`src/shared/scf_pkg.sv`:
```
// constants for the system clock select and failover block
// assumes one 50 MHz clock and an apb master reaching the registers
//
// Functional notes
// - control changes need the unlock writes E7H then 18H, tracked in order
// - the next control write after unlock stores its value and relocks
// - any other control write sequence leaves the contents unchanged
// - unlock writes need order only; other register accesses do not break it
// - selecting another source never clears the precision oscillator enable
// - primary failure with detection on raises an event and forces watchdog
// - forced switch needs watchdog oscillator enabled, not watchdog reset
// - primary failure flagged when the system clock level holds for about 1 ms
// - watchdog oscillator failure raises an event, source stays unchanged
// - after watchdog oscillator failure primary detection stops working
// - watchdog failure declared after 8004 clocks without a watchdog edge
// - bit 7 enables the precision oscillator, resets to 1
// - bit 6 enables the crystal and overrides the crystal pin gpio, reset 0
// - bit 4 enables sysclk failure detection (reset 0), bit 5 watchdog osc
// - bit 3 enables watchdog oscillator failure detection, resets to 0
// - bits 2:0 select fast rc, slow rc, crystal, watchdog, ext pin
// - option bit at 0 keeps crystal running from reset, at 1 crystal waits for bit 6
package scf_pkg;
    // ************************************************************
    // register map
    // ************************************************************
    localparam logic [11:0] OSC_CONTROL_IDX = 12'hF86;
    localparam logic [11:0] OSC_STATUS_IDX = 12'hF87;
    localparam logic [13:0] OSC_CONTROL_ADDR = {OSC_CONTROL_IDX, 2'h0};
    localparam logic [13:0] OSC_STATUS_ADDR = {OSC_STATUS_IDX, 2'h0};
    localparam logic [7:0] OSC_CONTROL_RESET = 8'hA0;
    localparam logic [7:0] UNLOCK_FIRST = 8'hE7;
    localparam logic [7:0] UNLOCK_SECOND = 8'h18;
    // control fields
    localparam int BIT_IRC_EN = 7;
    localparam int BIT_XTAL_EN = 6;
    localparam int BIT_WDT_EN = 5;
    localparam int BIT_SYS_FD = 4;
    localparam int BIT_WDT_FD = 3;
    // status fields
    localparam int BIT_ST_SYS_FAIL = 7;
    localparam int BIT_ST_WDT_FAIL = 6;
    localparam int BIT_ST_RECOVER = 5;
    localparam int BIT_ST_SWITCH = 4;
    localparam int BIT_ST_UNLOCK = 3;
    // source codes
    localparam logic [2:0] SRC_IRC_FAST = 3'h0;
    localparam logic [2:0] SRC_IRC_SLOW = 3'h1;
    localparam logic [2:0] SRC_XTAL = 3'h2;
    localparam logic [2:0] SRC_WDT = 3'h3;
    localparam logic [2:0] SRC_EXT = 3'h4;
    localparam int NUM_SRC = 5;
    // ************************************************************
    // timing
    // ************************************************************
    localparam int CLK_PERIOD_NS = 20;
    localparam int SYS_FAIL_TIME_NS = 1000000;
    localparam int SYS_FAIL_CYCLES = SYS_FAIL_TIME_NS / CLK_PERIOD_NS;
    localparam int WDT_FAIL_CYCLES = 8004;
    localparam int SWITCH_GAP_CYCLES = 4;
    // unlock tracker states
    typedef enum logic [2:0] {
        LK_LOCKED = 3'h1,
        LK_HALF = 3'h2,
        LK_OPEN = 3'h4
    } scf_lock_t;
endpackage : scf_pkg

```
`src/hdl/scf_top.sv`:
```
// system clock select and failover logic with its apb register file
// assumes apb inputs and oscillator activity levels synchronous to clk
//
// Added by the designer: the APB register port.
`default_nettype none
module scf_top #(
    parameter int SYS_FAIL_CYCLES = scf_pkg::SYS_FAIL_CYCLES,
    parameter int WDT_FAIL_CYCLES = scf_pkg::WDT_FAIL_CYCLES,
    parameter int SWITCH_GAP = scf_pkg::SWITCH_GAP_CYCLES
) (
    input wire logic clk, // 50 MHz clock
    input wire logic rstn, // synchronous reset, active low
    input wire logic psel, // apb select
    input wire logic penable, // apb access phase
    input wire logic pwrite, // apb direction
    input wire logic [13:0] paddr, // apb byte address
    input wire logic [31:0] pwdata, // apb write data
    output logic [31:0] prdata, // apb read data
    output logic pready, // apb ready
    output logic pslverr, // apb error on unmapped address
    input wire logic sysclk_level, // selected clock, sampled
    input wire logic wdt_osc_level, // watchdog oscillator, sampled
    input wire logic xtal_disable_option, // option bit, 1 keeps crystal off
    output logic internal_rc_enable, // precision rc oscillator enable
    output logic internal_rc_slow, // precision rc in slow mode
    output logic xtal_osc_enable, // crystal oscillator runs
    output logic xtal_pin_override, // crystal owns both crystal pins
    output logic wdt_osc_enable, // watchdog oscillator enable
    output logic [4:0] sysclk_gate, // one-hot clock mux gates
    output logic sys_fail_event, // pulse on primary clock failure
    output logic wdt_fail_event // pulse on watchdog osc failure
);
    // ************************************************************
    // parameter checks
    // ************************************************************
    // refuse counts that the 16-bit and 8-bit counters cannot hold
    if (SYS_FAIL_CYCLES < 2 || SYS_FAIL_CYCLES > 65535) begin : g_bad_sys
        $error("SYS_FAIL_CYCLES out of range");
    end

    if (WDT_FAIL_CYCLES < 2 || WDT_FAIL_CYCLES > 65535) begin : g_bad_wdt
        $error("WDT_FAIL_CYCLES out of range");
    end

    if (SWITCH_GAP < 1 || SWITCH_GAP > 255) begin : g_bad_gap
        $error("SWITCH_GAP out of range");
    end

    // last count of each counter before it trips
    localparam logic [15:0] SYS_LIMIT = 16'(SYS_FAIL_CYCLES - 1);
    localparam logic [15:0] WDT_LIMIT = 16'(WDT_FAIL_CYCLES - 1);
    localparam logic [7:0] GAP_LIMIT = 8'(SWITCH_GAP - 1);

    // turns a source code into its mux gate
    function automatic logic [4:0] src_onehot(input logic [2:0] code);
        logic [4:0] oh;
        oh = 5'h00;
        if (code < 3'(scf_pkg::NUM_SRC))
            oh[code] = 1'b1;
        return oh;
    endfunction

    // ************************************************************
    // apb decode
    // ************************************************************
    logic setup;
    logic access;
    logic hit_ctl;
    logic hit_st;
    logic wr_ctl;
    logic wr_st;
    logic [7:0] wbyte;

    // decode of the transfer on the bus
    assign setup = psel & ~penable;
    assign access = psel & penable & pready;
    assign hit_ctl = (paddr == scf_pkg::OSC_CONTROL_ADDR);
    assign hit_st = (paddr == scf_pkg::OSC_STATUS_ADDR);
    assign wr_ctl = access & pwrite & hit_ctl;
    assign wr_st = access & pwrite & hit_st;
    assign wbyte = pwdata[7:0];

    // ************************************************************
    // unlock tracker
    // ************************************************************
    // tracker state and the control write that may store
    scf_pkg::scf_lock_t lock_q;
    logic store_ctl;

    // only control writes move the tracker; other accesses leave it
    assign store_ctl = wr_ctl & (lock_q == scf_pkg::LK_OPEN);

    // ordered two-write unlock, relock after one data write
    always_ff @(posedge clk) begin
        if (!rstn) begin
            lock_q <= scf_pkg::LK_LOCKED;
        end else if (wr_ctl) begin
            case (lock_q)
                scf_pkg::LK_LOCKED: begin
                    if (wbyte == scf_pkg::UNLOCK_FIRST)
                        lock_q <= scf_pkg::LK_HALF;
                end
                scf_pkg::LK_HALF: begin
                    if (wbyte == scf_pkg::UNLOCK_SECOND)
                        lock_q <= scf_pkg::LK_OPEN;
                    else
                        lock_q <= scf_pkg::LK_LOCKED;
                end
                scf_pkg::LK_OPEN: begin
                    lock_q <= scf_pkg::LK_LOCKED;
                end
                default: begin
                    lock_q <= scf_pkg::LK_LOCKED;
                end
            endcase
        end
    end

    // ************************************************************
    // control register
    // ************************************************************
    // stored control value behind the unlock guard
    logic [7:0] ctl_q;

    // contents change only on the write after a full unlock
    always_ff @(posedge clk) begin
        if (!rstn) begin
            ctl_q <= scf_pkg::OSC_CONTROL_RESET;
        end else if (store_ctl) begin
            ctl_q <= wbyte;
        end
    end

    // ************************************************************
    // crystal run from reset
    // ************************************************************
    logic xtal_keep_q;

    // option level caught while reset is held, dropped by software
    always_ff @(posedge clk) begin
        if (!rstn) begin
            xtal_keep_q <= ~xtal_disable_option;
        end else if (store_ctl && !wbyte[scf_pkg::BIT_XTAL_EN]) begin
            xtal_keep_q <= 1'b0;
        end
    end

    // ************************************************************
    // failure detection
    // ************************************************************
    // edge history, idle counters, flags and the running source
    logic sys_prev_q;
    logic wdt_prev_q;
    logic [15:0] sys_cnt_q;
    logic [15:0] wdt_cnt_q;
    logic sys_fail_q;
    logic wdt_fail_q;
    logic recover_q;
    logic [2:0] cur_src_q;
    logic sys_watch;
    logic wdt_watch;
    logic sys_hit;
    logic wdt_hit;

    // primary watch stops while the watchdog osc failure flag stays set
    assign sys_watch = ctl_q[scf_pkg::BIT_SYS_FD] & ~wdt_fail_q
        & ~recover_q;
    assign wdt_watch = ctl_q[scf_pkg::BIT_WDT_FD]
        & ctl_q[scf_pkg::BIT_WDT_EN] & (cur_src_q != scf_pkg::SRC_WDT);
    // a set flag holds off repeats, so each failure gives one pulse
    // until software clears the flag with a write of one
    assign sys_hit = sys_watch & ~sys_fail_q & (sys_cnt_q == SYS_LIMIT);
    assign wdt_hit = wdt_watch & ~wdt_fail_q & (wdt_cnt_q == WDT_LIMIT);

    // edge history of the sampled clocks
    always_ff @(posedge clk) begin
        if (!rstn) begin
            sys_prev_q <= 1'b0;
            wdt_prev_q <= 1'b0;
        end else begin
            sys_prev_q <= sysclk_level;
            wdt_prev_q <= wdt_osc_level;
        end
    end

    // cycles since the last system clock edge, about 1 ms trips
    always_ff @(posedge clk) begin
        if (!rstn) begin
            sys_cnt_q <= 16'h0000;
        end else if (!sys_watch || (sysclk_level != sys_prev_q)) begin
            sys_cnt_q <= 16'h0000;
        end else if (sys_cnt_q != SYS_LIMIT) begin
            sys_cnt_q <= sys_cnt_q + 16'h0001;
        end
    end

    // cycles since the last watchdog oscillator edge
    always_ff @(posedge clk) begin
        if (!rstn) begin
            wdt_cnt_q <= 16'h0000;
        end else if (!wdt_watch || (wdt_osc_level != wdt_prev_q)) begin
            wdt_cnt_q <= 16'h0000;
        end else if (wdt_cnt_q != WDT_LIMIT) begin
            wdt_cnt_q <= wdt_cnt_q + 16'h0001;
        end
    end

    // sticky failure flags, a new failure beats a write-one clear
    always_ff @(posedge clk) begin
        if (!rstn) begin
            sys_fail_q <= 1'b0;
        end else if (sys_hit) begin
            sys_fail_q <= 1'b1;
        end else if (wr_st && wbyte[scf_pkg::BIT_ST_SYS_FAIL]) begin
            sys_fail_q <= 1'b0;
        end
    end

    // the watchdog failure flag also blocks primary detection
    always_ff @(posedge clk) begin
        if (!rstn) begin
            wdt_fail_q <= 1'b0;
        end else if (wdt_hit) begin
            wdt_fail_q <= 1'b1;
        end else if (wr_st && wbyte[scf_pkg::BIT_ST_WDT_FAIL]) begin
            wdt_fail_q <= 1'b0;
        end
    end

    // one-cycle failure events
    always_ff @(posedge clk) begin
        if (!rstn) begin
            sys_fail_event <= 1'b0;
            wdt_fail_event <= 1'b0;
        end else begin
            sys_fail_event <= sys_hit;
            wdt_fail_event <= wdt_hit;
        end
    end

    // forced watchdog source, held until software stores a new control
    always_ff @(posedge clk) begin
        if (!rstn) begin
            recover_q <= 1'b0;
        end else if (sys_hit && ctl_q[scf_pkg::BIT_WDT_EN]) begin
            recover_q <= 1'b1;
        end else if (store_ctl) begin
            recover_q <= 1'b0;
        end
    end

    // ************************************************************
    // clock source switch
    // ************************************************************
    // target source, gap counter and switch in progress
    logic [2:0] target;
    logic [7:0] gap_q;
    logic switching_q;
    logic [2:0] field;

    // reserved codes keep the running source
    assign field = ctl_q[2:0];
    always_comb begin
        if (recover_q)
            target = scf_pkg::SRC_WDT;
        else if (field > scf_pkg::SRC_EXT)
            target = cur_src_q;
        else
            target = field;
    end

    // break before make: all gates off for the gap, then the new one
    always_ff @(posedge clk) begin
        if (!rstn) begin
            cur_src_q <= scf_pkg::SRC_IRC_FAST;
            switching_q <= 1'b0;
            gap_q <= 8'h00;
            sysclk_gate <= src_onehot(scf_pkg::SRC_IRC_FAST);
        end else if (switching_q) begin
            if (gap_q == GAP_LIMIT) begin
                switching_q <= 1'b0;
                gap_q <= 8'h00;
                cur_src_q <= target;
                sysclk_gate <= src_onehot(target);
            end else begin
                gap_q <= gap_q + 8'h01;
            end
        end else if (target != cur_src_q) begin
            switching_q <= 1'b1;
            sysclk_gate <= 5'h00;
        end
    end

    // ************************************************************
    // oscillator enables
    // ************************************************************
    // enables follow the register, the crystal one also the option level caught at reset, while rc slow mode follows the running source
    always_ff @(posedge clk) begin
        if (!rstn) begin
            internal_rc_enable <= 1'b1;
            internal_rc_slow <= 1'b0;
            xtal_osc_enable <= 1'b0;
            xtal_pin_override <= 1'b0;
            wdt_osc_enable <= 1'b1;
        end else begin
            internal_rc_enable <= ctl_q[scf_pkg::BIT_IRC_EN];
            internal_rc_slow <= (cur_src_q == scf_pkg::SRC_IRC_SLOW);
            xtal_osc_enable <= ctl_q[scf_pkg::BIT_XTAL_EN]
                | xtal_keep_q;
            xtal_pin_override <= ctl_q[scf_pkg::BIT_XTAL_EN];
            wdt_osc_enable <= ctl_q[scf_pkg::BIT_WDT_EN];
        end
    end

    // ************************************************************
    // apb answer
    // ************************************************************
    logic [7:0] status;

    // status word: flags, recovery, switch, unlock, running source
    assign status = {sys_fail_q, wdt_fail_q, recover_q, switching_q,
        (lock_q == scf_pkg::LK_OPEN), cur_src_q};

    // one wait-free access phase; data and error set up in setup cycle
    always_ff @(posedge clk) begin
        if (!rstn) begin
            pready <= 1'b0;
            pslverr <= 1'b0;
            prdata <= 32'h00000000;
        end else if (setup) begin
            pready <= 1'b1;
            pslverr <= ~(hit_ctl | hit_st);
            if (hit_ctl)
                prdata <= {24'h000000, ctl_q};
            else if (hit_st)
                prdata <= {24'h000000, status};
            else
                prdata <= 32'h00000000;
        end else begin
            pready <= 1'b0;
            pslverr <= 1'b0;
        end
    end
endmodule // scf_top
`default_nettype wire

```
`config.mk`:
```
export PLATFORM = sky130hd
export DESIGN_NAME = scf_top
export DESIGN_NICKNAME = d
export VERILOG_FILES = /design/src/shared/scf_pkg.sv /design/src/hdl/scf_top.sv
export SDC_FILE = /design/constraint.sdc
export NUM_CORES = 1
export LEC_CHECK = 0
export ABC_AREA = 0
export BUFFER_PORTS_ARGS = -buffer_cell sky130_fd_sc_hd__buf_2
export CAP_MARGIN = 15
export CORE_ASPECT_RATIO = 1.5
export CORE_MARGIN = 3
export CORE_UTILIZATION = 57
export DETAILED_ROUTE_END_ITERATION = 8
export PLACE_DENSITY_LB_ADDON = 0.2
export SETUP_SLACK_MARGIN = 0.3
export SYNTH_ARGS = -nofsm -noshare
export SYNTH_HDL_FRONTEND = slang
export SYNTH_SLANG_ARGS = --single-unit
```
`constraint.sdc`:
```
create_clock -name clk -period 4.5 [get_ports clk]
set_clock_uncertainty 0.2 [all_clocks]
set_input_delay 0.225 -clock clk [delete_from_list [all_inputs] [get_ports clk]]
set_output_delay 0.225 -clock clk [all_outputs]
set_load 0.03 [all_outputs]
```
==> summary.md, run 1 <==
| Metric | Value |
|---|---|
| R2r setup slk | 1.86 ns |
| Commonest non-fill, non-tap cell in the layout | dfxtp_1 |
| Area added between synthesis and finish | 12.3% |
| IO Pins | 100 |
| Die Y | around 110 um |
| Crit start category | register |
| PD cells | 312 nW/um^2 |
| Post-route setup TNS | 0 ns |
| Post-layout util | 0.665 |
| RSZ-0062 raised after global routing | false |
| Sw frac | 0.226 |
| Hold buffer count at CTS | 11 |
| Filler Cells Inserted | 542 |
| DP HPWL | 5450 um |
| Most frequent cells in the layout | 82 x dfxtp_1, 74 x nor2_1, 51 x buf_2 |
| #FFs+latches synth | 83 |
| Clk Latency, worst-skew pair | approximately 0.36 ns |
| Post-route ant nets | 0 |
| Worst r2r dst | wdt_cnt_q[6]$_SDFFE_PP0N_ |
| Worst vdd ir | 0.259 mV |
| CP required | 4.53 ns |
| Part of the Yosys area used for sequential elements | 0.433 |
| Mapped cell area | 3860 sq um |
| Cells resized by post-CTS repair | 0 |
| Pint | 1.05 mW |
| Mean Syn Cell Area | 8.82 sq um |
| Die Span X | 73.2 um |
| Initial core utilization | 0.592 |
| Root buf cell | clkbuf_8 |
| Combinational fraction of design power | 0.056 |
| Total GRT Usage | 0.211 |
| Worst Setup SP | wdt_cnt_q[0]$_SDFFE_PP0N_ |
| Cell taking the most area after synthesis | dfxtp_1 |
| DRT iter0 DRCs | 177 |
| Max_cap viols | 0 |
| Top achievable clock speed | 379 MHz |
| Clock share of power | 0.398 |
| Port Buffers | 51 |
| Slew headroom | 0.563 |
| CTS Buf Count | 9 |
| Net Sw Power | 0.306 mW |
| Setup Buffers After CTS | 0 |
| Die ar. | 7820 sq um |
| Setup-failing EPs final | 0 |
| Top post-synthesis cells by area | dfxtp_1 42%, nor2_1 7.2%, xor2_1 5.9%, buf_4 4.7%, nand2_1 3.3% |
| Hold WC Path Type | in2reg |
| Crit path DAT | around 2.7 ns |
| Post-synth ARST share | 0 |
| DRC | 0 |
| CTS Sinks | 83 |
| Hold Path End | ctl_q[5]$_SDFFE_PN1P_ |
| Hold path depth | 2 |
| Fin Hold WS | 0.105 ns |
| Hold path start | rstn |
| Nets | between 500 and 600 |
| Critical Path End Type | register |
| Final Max Slew Viols | 0 |
| Hold Fails Final Rpt | 0 |
| Final period util | 0.586 |
| Post-synth EDFFs | 1 |
| FF/Latch Area | 1670 sq um |
| Post-DR wirelength/cell | 13.3 um |
| RR Startpoint | wdt_cnt_q[0]$_SDFFE_PP0N_ |
| Measured slew at the worst slew-check pin | 0.655 ns |
| Maximum fanout along the worst path | 6 |
| Vias in the first global route | 3016 |
| Diode count | 0 |
| Largest net degree at the start of global routing | 34 |
| Cell variety after synth | 52 |
| Yosys Warn Count | 0 |
| Final Routed Wirelength | 7630 um |
| Multi-input gate area | 1980 sq um |
| First-pass GRT wire length | 13100 um |
| Final Cell Area | 4340 sq um |
| CTS max path bufs | 2 |
| Core Area | 6530 sq um |
| GR Overflow Total | 0 |
| Initial antenna violation count | 0 |
| Area share of the largest cell type after synthesis | 0.425 |
| H-tree lvl count | 3 |
| GPL Wtd Cong | roughly 0.83 |
| Layout cells sized above 1 | 0.177 |
| Row count | 36 |
| Minimum clock period | roughly 2.6 ns |
| Placed cell count | 545 |
| Reg power frac | 0.546 |
| Crit path kind | reg2reg |
| Area of placed instances | 4030 sq um |
| Leak pwr | 1.72 nW |
| Vias post-DR | 3114 |
| Path depth of the worst reg2reg path | 6 |
| Clk pin slew, worst setup/hold paths | 0.08 ns |
| Main flop type after synthesis | dfxtp_1 |
| Routed vias/inst | 5.44 |
| CTS tree | yes |
| Final non-filler cell total | about 570 |
| Status | complete, no violations |
| Synth Instances | around 440 |
| DRT Pass-1 Iters | 4 |
-- power by group through the flow --
stage	clock network [mW]	logic (mW)	registers (mW)
6_report	0.539	0.0751	0.739
3_5_place_dp	0	0.0672	0.756
3_3_place_gp	0	0.0668	0.756
5_1_grt	0.587	0.0808	0.739
4_1_cts	0.550	0.0745	0.739
2_1_floorplan	0	0.0604	0.759
-- Yosys cell counts, drive strengths merged, types with 5 or more instances --
master	n
and3	5
nor4	5
nor3	8
nand2b	9
xnor2	14
nand3	22
mux2	9
clkbuf	14
dfxtp	82
xor2	26
nand2	34
o21ai	10
a21oi	9
mux2i	6
nor2	74
inv	7
nand4	15
a22oi	8
buf	29
-- metal layers --
layer,vias up,track usage,wire [um]
li1,1565,-,-
met4,0,0.109,198
met5,-,0,0
met1,1471,0.245,3230
met3,14,0.0441,311
met2,64,0.356,3890
-- worst max-delay path by stage --
stage,endpoint,cells past startpoint
global placement,sys_cnt_q[4]$_SDFFE_PP0P_,6
detailed placement,sys_cnt_q[5]$_SDFFE_PP0P_,6
CTS,sys_cnt_q[4]$_SDFFE_PP0P_,6
finish,wdt_cnt_q[6]$_SDFFE_PP0N_,6
floorplan,xtal_keep_q$_SDFFCE_PP0P_,7
global route,sys_cnt_q[4]$_SDFFE_PP0P_,6
-- flip-flops by register name (all words and copies together) (netlist names), 3 cells and up --
signal       count
lock_q           3
gap_q            8
sys_cnt_q       16
ctl_q            8
sysclk_gate      5
wdt_cnt_q       16
prdata           8
cur_src_q        3
-- cells by family after synthesis --
family                   share of synthesized area
adder cells (fa/ha/maj)                    0.00972
flip-flops                                   0.433
multiplexers                                0.0418
AND/OR/NAND/NOR                              0.268
other                                     0.000971
XOR/XNOR                                    0.0907
buffers and inverters                       0.0761
AO/OA/AOI/OAI                               0.0800
-- through the flow --
step | setup slack, ns | total power, mW
2_1_floorplan | 1.82 | 0.819
3_3_place_gp | 1.52 | 0.823
3_5_place_dp | 1.47 | 0.824
4_1_cts | 1.84 | 1.36
5_1_grt | 1.66 | 1.41
6_report | 1.86 | 1.35
-- cell type report --
class | count | share of cell area
flip-flops and latches | 83 | 0.385
well taps | 76 | 0.0219
multi-input cells | 328 | 0.457
clock buffers | 14 | 0.0375
clock inverters | 2 | 0.00807
inverters | 7 | 0.00605
repair buffers | 62 | 0.0842
-- worst max-delay path: stages (launching register included) --
cell     delay (ns)
dfxtp_1        0.42
ha_1           0.28
or4b_2         0.62
or4_1          0.63
nand3_1        0.15
xor2_1         0.16
nor2_1         0.05
(Power assumes the default switching activity.)
==> inputs of run 2 (changes only) <==
Settings changed: CORE_UTILIZATION 57 to 53.
Clock period 4.5 ns to 2.7 ns, I/O delays scaled along.
==> summary.md, run 2 (synthesized netlist as in run 1, its figures left out) <==
| Metric | Value |
|---|---|
| Status | complete, no violations |
| Minimum clock period | 2.37 ns (-0.266 ns) |
| Commonest non-fill, non-tap cell in the layout | dfxtp_1 |
| DRT iter0 DRCs | 154 (-13%) |
| Critical path cell sequence | ha_4 > or4b_2 > or4_4 > nand3_1 > xor2_1 > nor2_1 |
| GPL Wtd Cong | 0.824 (-0.28%) |
| H-tree lvl count | 3 (unchanged) |
| Nets | 553 (+0.91%) |
| Setup-failing EPs final | 0 (unchanged) |
| Critical-path top delay cell | or4b_2 |
| Vias post-DR | 3102 (-0.39%) |
| Hold Fails Final Rpt | 0 (unchanged) |
| PD cells | 513 nW/um^2 (+65%) |
| CP required | 2.72 ns (-1.81 ns) |
| Setup Buffers After CTS | 0 (unchanged) |
| Post-layout util | 0.636 (-0.0284) |
| Area added between synthesis and finish | 15.1% |
| Clk Latency, worst-skew pair | 0.36 ns (about the same) |
| Die Span X | 75.7 um (+3.4%) |
| RSZ-0062 raised after global routing | true |
| Hold path depth | 3 (+1) |
| Crit path kind | reg2reg |
| Top achievable clock speed | 421 MHz (+11%) |
| DRC | 0 (unchanged) |
| Most frequent cells in the layout | 80 x dfxtp_1, 74 x nor2_1, 51 x buf_2 |
| Vias in the first global route | 2917 (-3.3%) |
| Max_cap viols | 0 (unchanged) |
| Port Buffers | 51 (unchanged) |
| DP HPWL | 5450 um (about the same) |
| Maximum fanout along the worst path | 6 (unchanged) |
| GR Overflow Total | 0 (unchanged) |
| IO Pins | 100 (unchanged) |
| Path depth of the worst reg2reg path | 6 (unchanged) |
| Hold WC Path Type | in2reg |
| Layout cells sized above 1 | 0.200 (+0.0222) |
| Worst vdd ir | 0.365 mV (+41%) |
| Critical Path End Type | register |
| Slew headroom | 0.546 (-0.0174) |
| Crit start category | register |
| Post-route ant nets | 0 (unchanged) |
| Clk pin slew, worst setup/hold paths | 0.08 ns (about the same) |
| Initial antenna violation count | 0 (unchanged) |
| Area of placed instances | 4090 sq um (+1.5%) |
| Worst r2r dst | wdt_cnt_q[6]$_SDFFE_PP0N_ |
| Row count | 37 (+2.8%) |
| Crit path DAT | 2.40 ns (-0.27 ns) |
| RR Startpoint | wdt_cnt_q[1]$_SDFFE_PP0N_ |
| Diode count | 0 (unchanged) |
| Filler Cells Inserted | 583 (+7.6%) |
| R2r setup slk | 0.33 ns (-1.53 ns) |
| CTS max path bufs | 2 (unchanged) |
| Measured slew at the worst slew-check pin | 0.675 ns (+0.0206 ns) |
| Final Routed Wirelength | 7510 um (-1.5%) |
| DRT Pass-1 Iters | 4 (unchanged) |
| Regs by FF count | sys_cnt_q x16, wdt_cnt_q x16 |
| First-pass GRT wire length | 12700 um (-2.6%) |
| Initial core utilization | 0.553 (-0.0389) |
| Core Area | 6990 sq um (+7.0%) |
| Final Max Slew Viols | 0 (unchanged) |
| Final period util | 0.879 (+0.293) |
| CTS Buf Count | 9 (unchanged) |
| Largest net degree at the start of global routing | 33 (-2.9%) |
| Final Cell Area | 4450 sq um (+2.5%) |
| Hold path start | paddr[2] |
| Root buf cell | clkbuf_8 |
| Post-DR wirelength/cell | 12.6 um (-5.8%) |
| Total GRT Usage | 0.189 (-0.0214) |
| Leak pwr | 1.74 nW (+1.6%) |
| Die ar. | 8370 sq um (+7.0%) |
| Hold Path End | sys_fail_q$_SDFFE_PN0P_ |
| Die Y | 111 um (+3.5%) |
| CTS tree | yes |
| Routed vias/inst | 5.19 (-4.7%) |
| CTS Sinks | 83 (unchanged) |
| CP max stage delay | 0.60 ns (-0.03 ns) |
| Post-route setup TNS | 0 ns (unchanged) |
==> run 2: worst max-delay path by stage <==
stage                              startpoint                         to  depth (start not counted)  slack [ns]
CTS                 wdt_cnt_q[0]$_SDFFE_PP0N_  wdt_cnt_q[6]$_SDFFE_PP0N_                          6        0.30
global placement    wdt_cnt_q[0]$_SDFFE_PP0N_  wdt_cnt_q[6]$_SDFFE_PP0N_                          6        0.19
detailed placement                   paddr[7]     lock_q[2]$_SDFFE_PN0P_                          7        0.18
floorplan                            paddr[7]  xtal_keep_q$_SDFFCE_PP0P_                          7        0.11
finish              wdt_cnt_q[1]$_SDFFE_PP0N_  wdt_cnt_q[6]$_SDFFE_PP0N_                          6        0.33
global route        wdt_cnt_q[1]$_SDFFE_PP0N_  wdt_cnt_q[6]$_SDFFE_PP0N_                          6        0.22
==> run 2: layer usage <==
layer / GRT usage / wire length, um / up-vias
met5: 0 / 0 / -
met4: 0.0537 / 60 / 0
met3: 0.0501 / 343 / 7
met2: 0.318 / 3860 / 72
met1: 0.232 / 3250 / 1444
li1: - / - / 1579
==> run 2: critical path: cells and delay by family, from the launching register on <==
kind | cells | cell delay, ns
XOR/XNOR | 1 | 0.15
adder cells (fa/ha/maj) | 1 | 0.16
flip-flops | 1 | 0.39
AND/OR/NAND/NOR | 4 | 1.34
==> run 2: what timing repair did <==
item	in CTS	in global routing
resized for setup	2	3
hold buffers	12	0
endpoints found under the setup margin	4	5
endpoints found under the hold margin	17	0
==> run 2: metrics by stage <==
step / total power, mW / worst slack, ns / hold WS (ns) / cells
2_1_floorplan: 1.37 / 0.106 / 0.0601 / 461
3_3_place_gp: 1.37 / 0.193 / 0.170 / 570
3_5_place_dp: 1.38 / 0.181 / 0.175 / 570
4_1_cts: 2.31 / 0.305 / 0.0925 / 598
5_1_grt: 2.37 / 0.224 / 0.112 / 598
6_report: 2.28 / 0.326 / 0.0964 / 598
==> run 2: final cells by class <==
class / instances / area [sq um] / area share
clock buffer: 10 / 138 / 0.0310
timing repair buffer: 67 / 405 / 0.0912
clock inverter: 6 / 70.1 / 0.0158
multi-input combinational: 328 / 2010 / 0.451
sequential: 83 / 1680 / 0.378
tap: 97 / 121 / 0.0273
inverter: 7 / 26.3 / 0.00591
==> run 2: power breakdown <==
group | switching [mW] | total (mW) | internal [mW]
clock | 0.461 | 0.924 | 0.463
combinational | 0.0889 | 0.129 | 0.0406
sequential | 0.00163 | 1.23 | 1.23
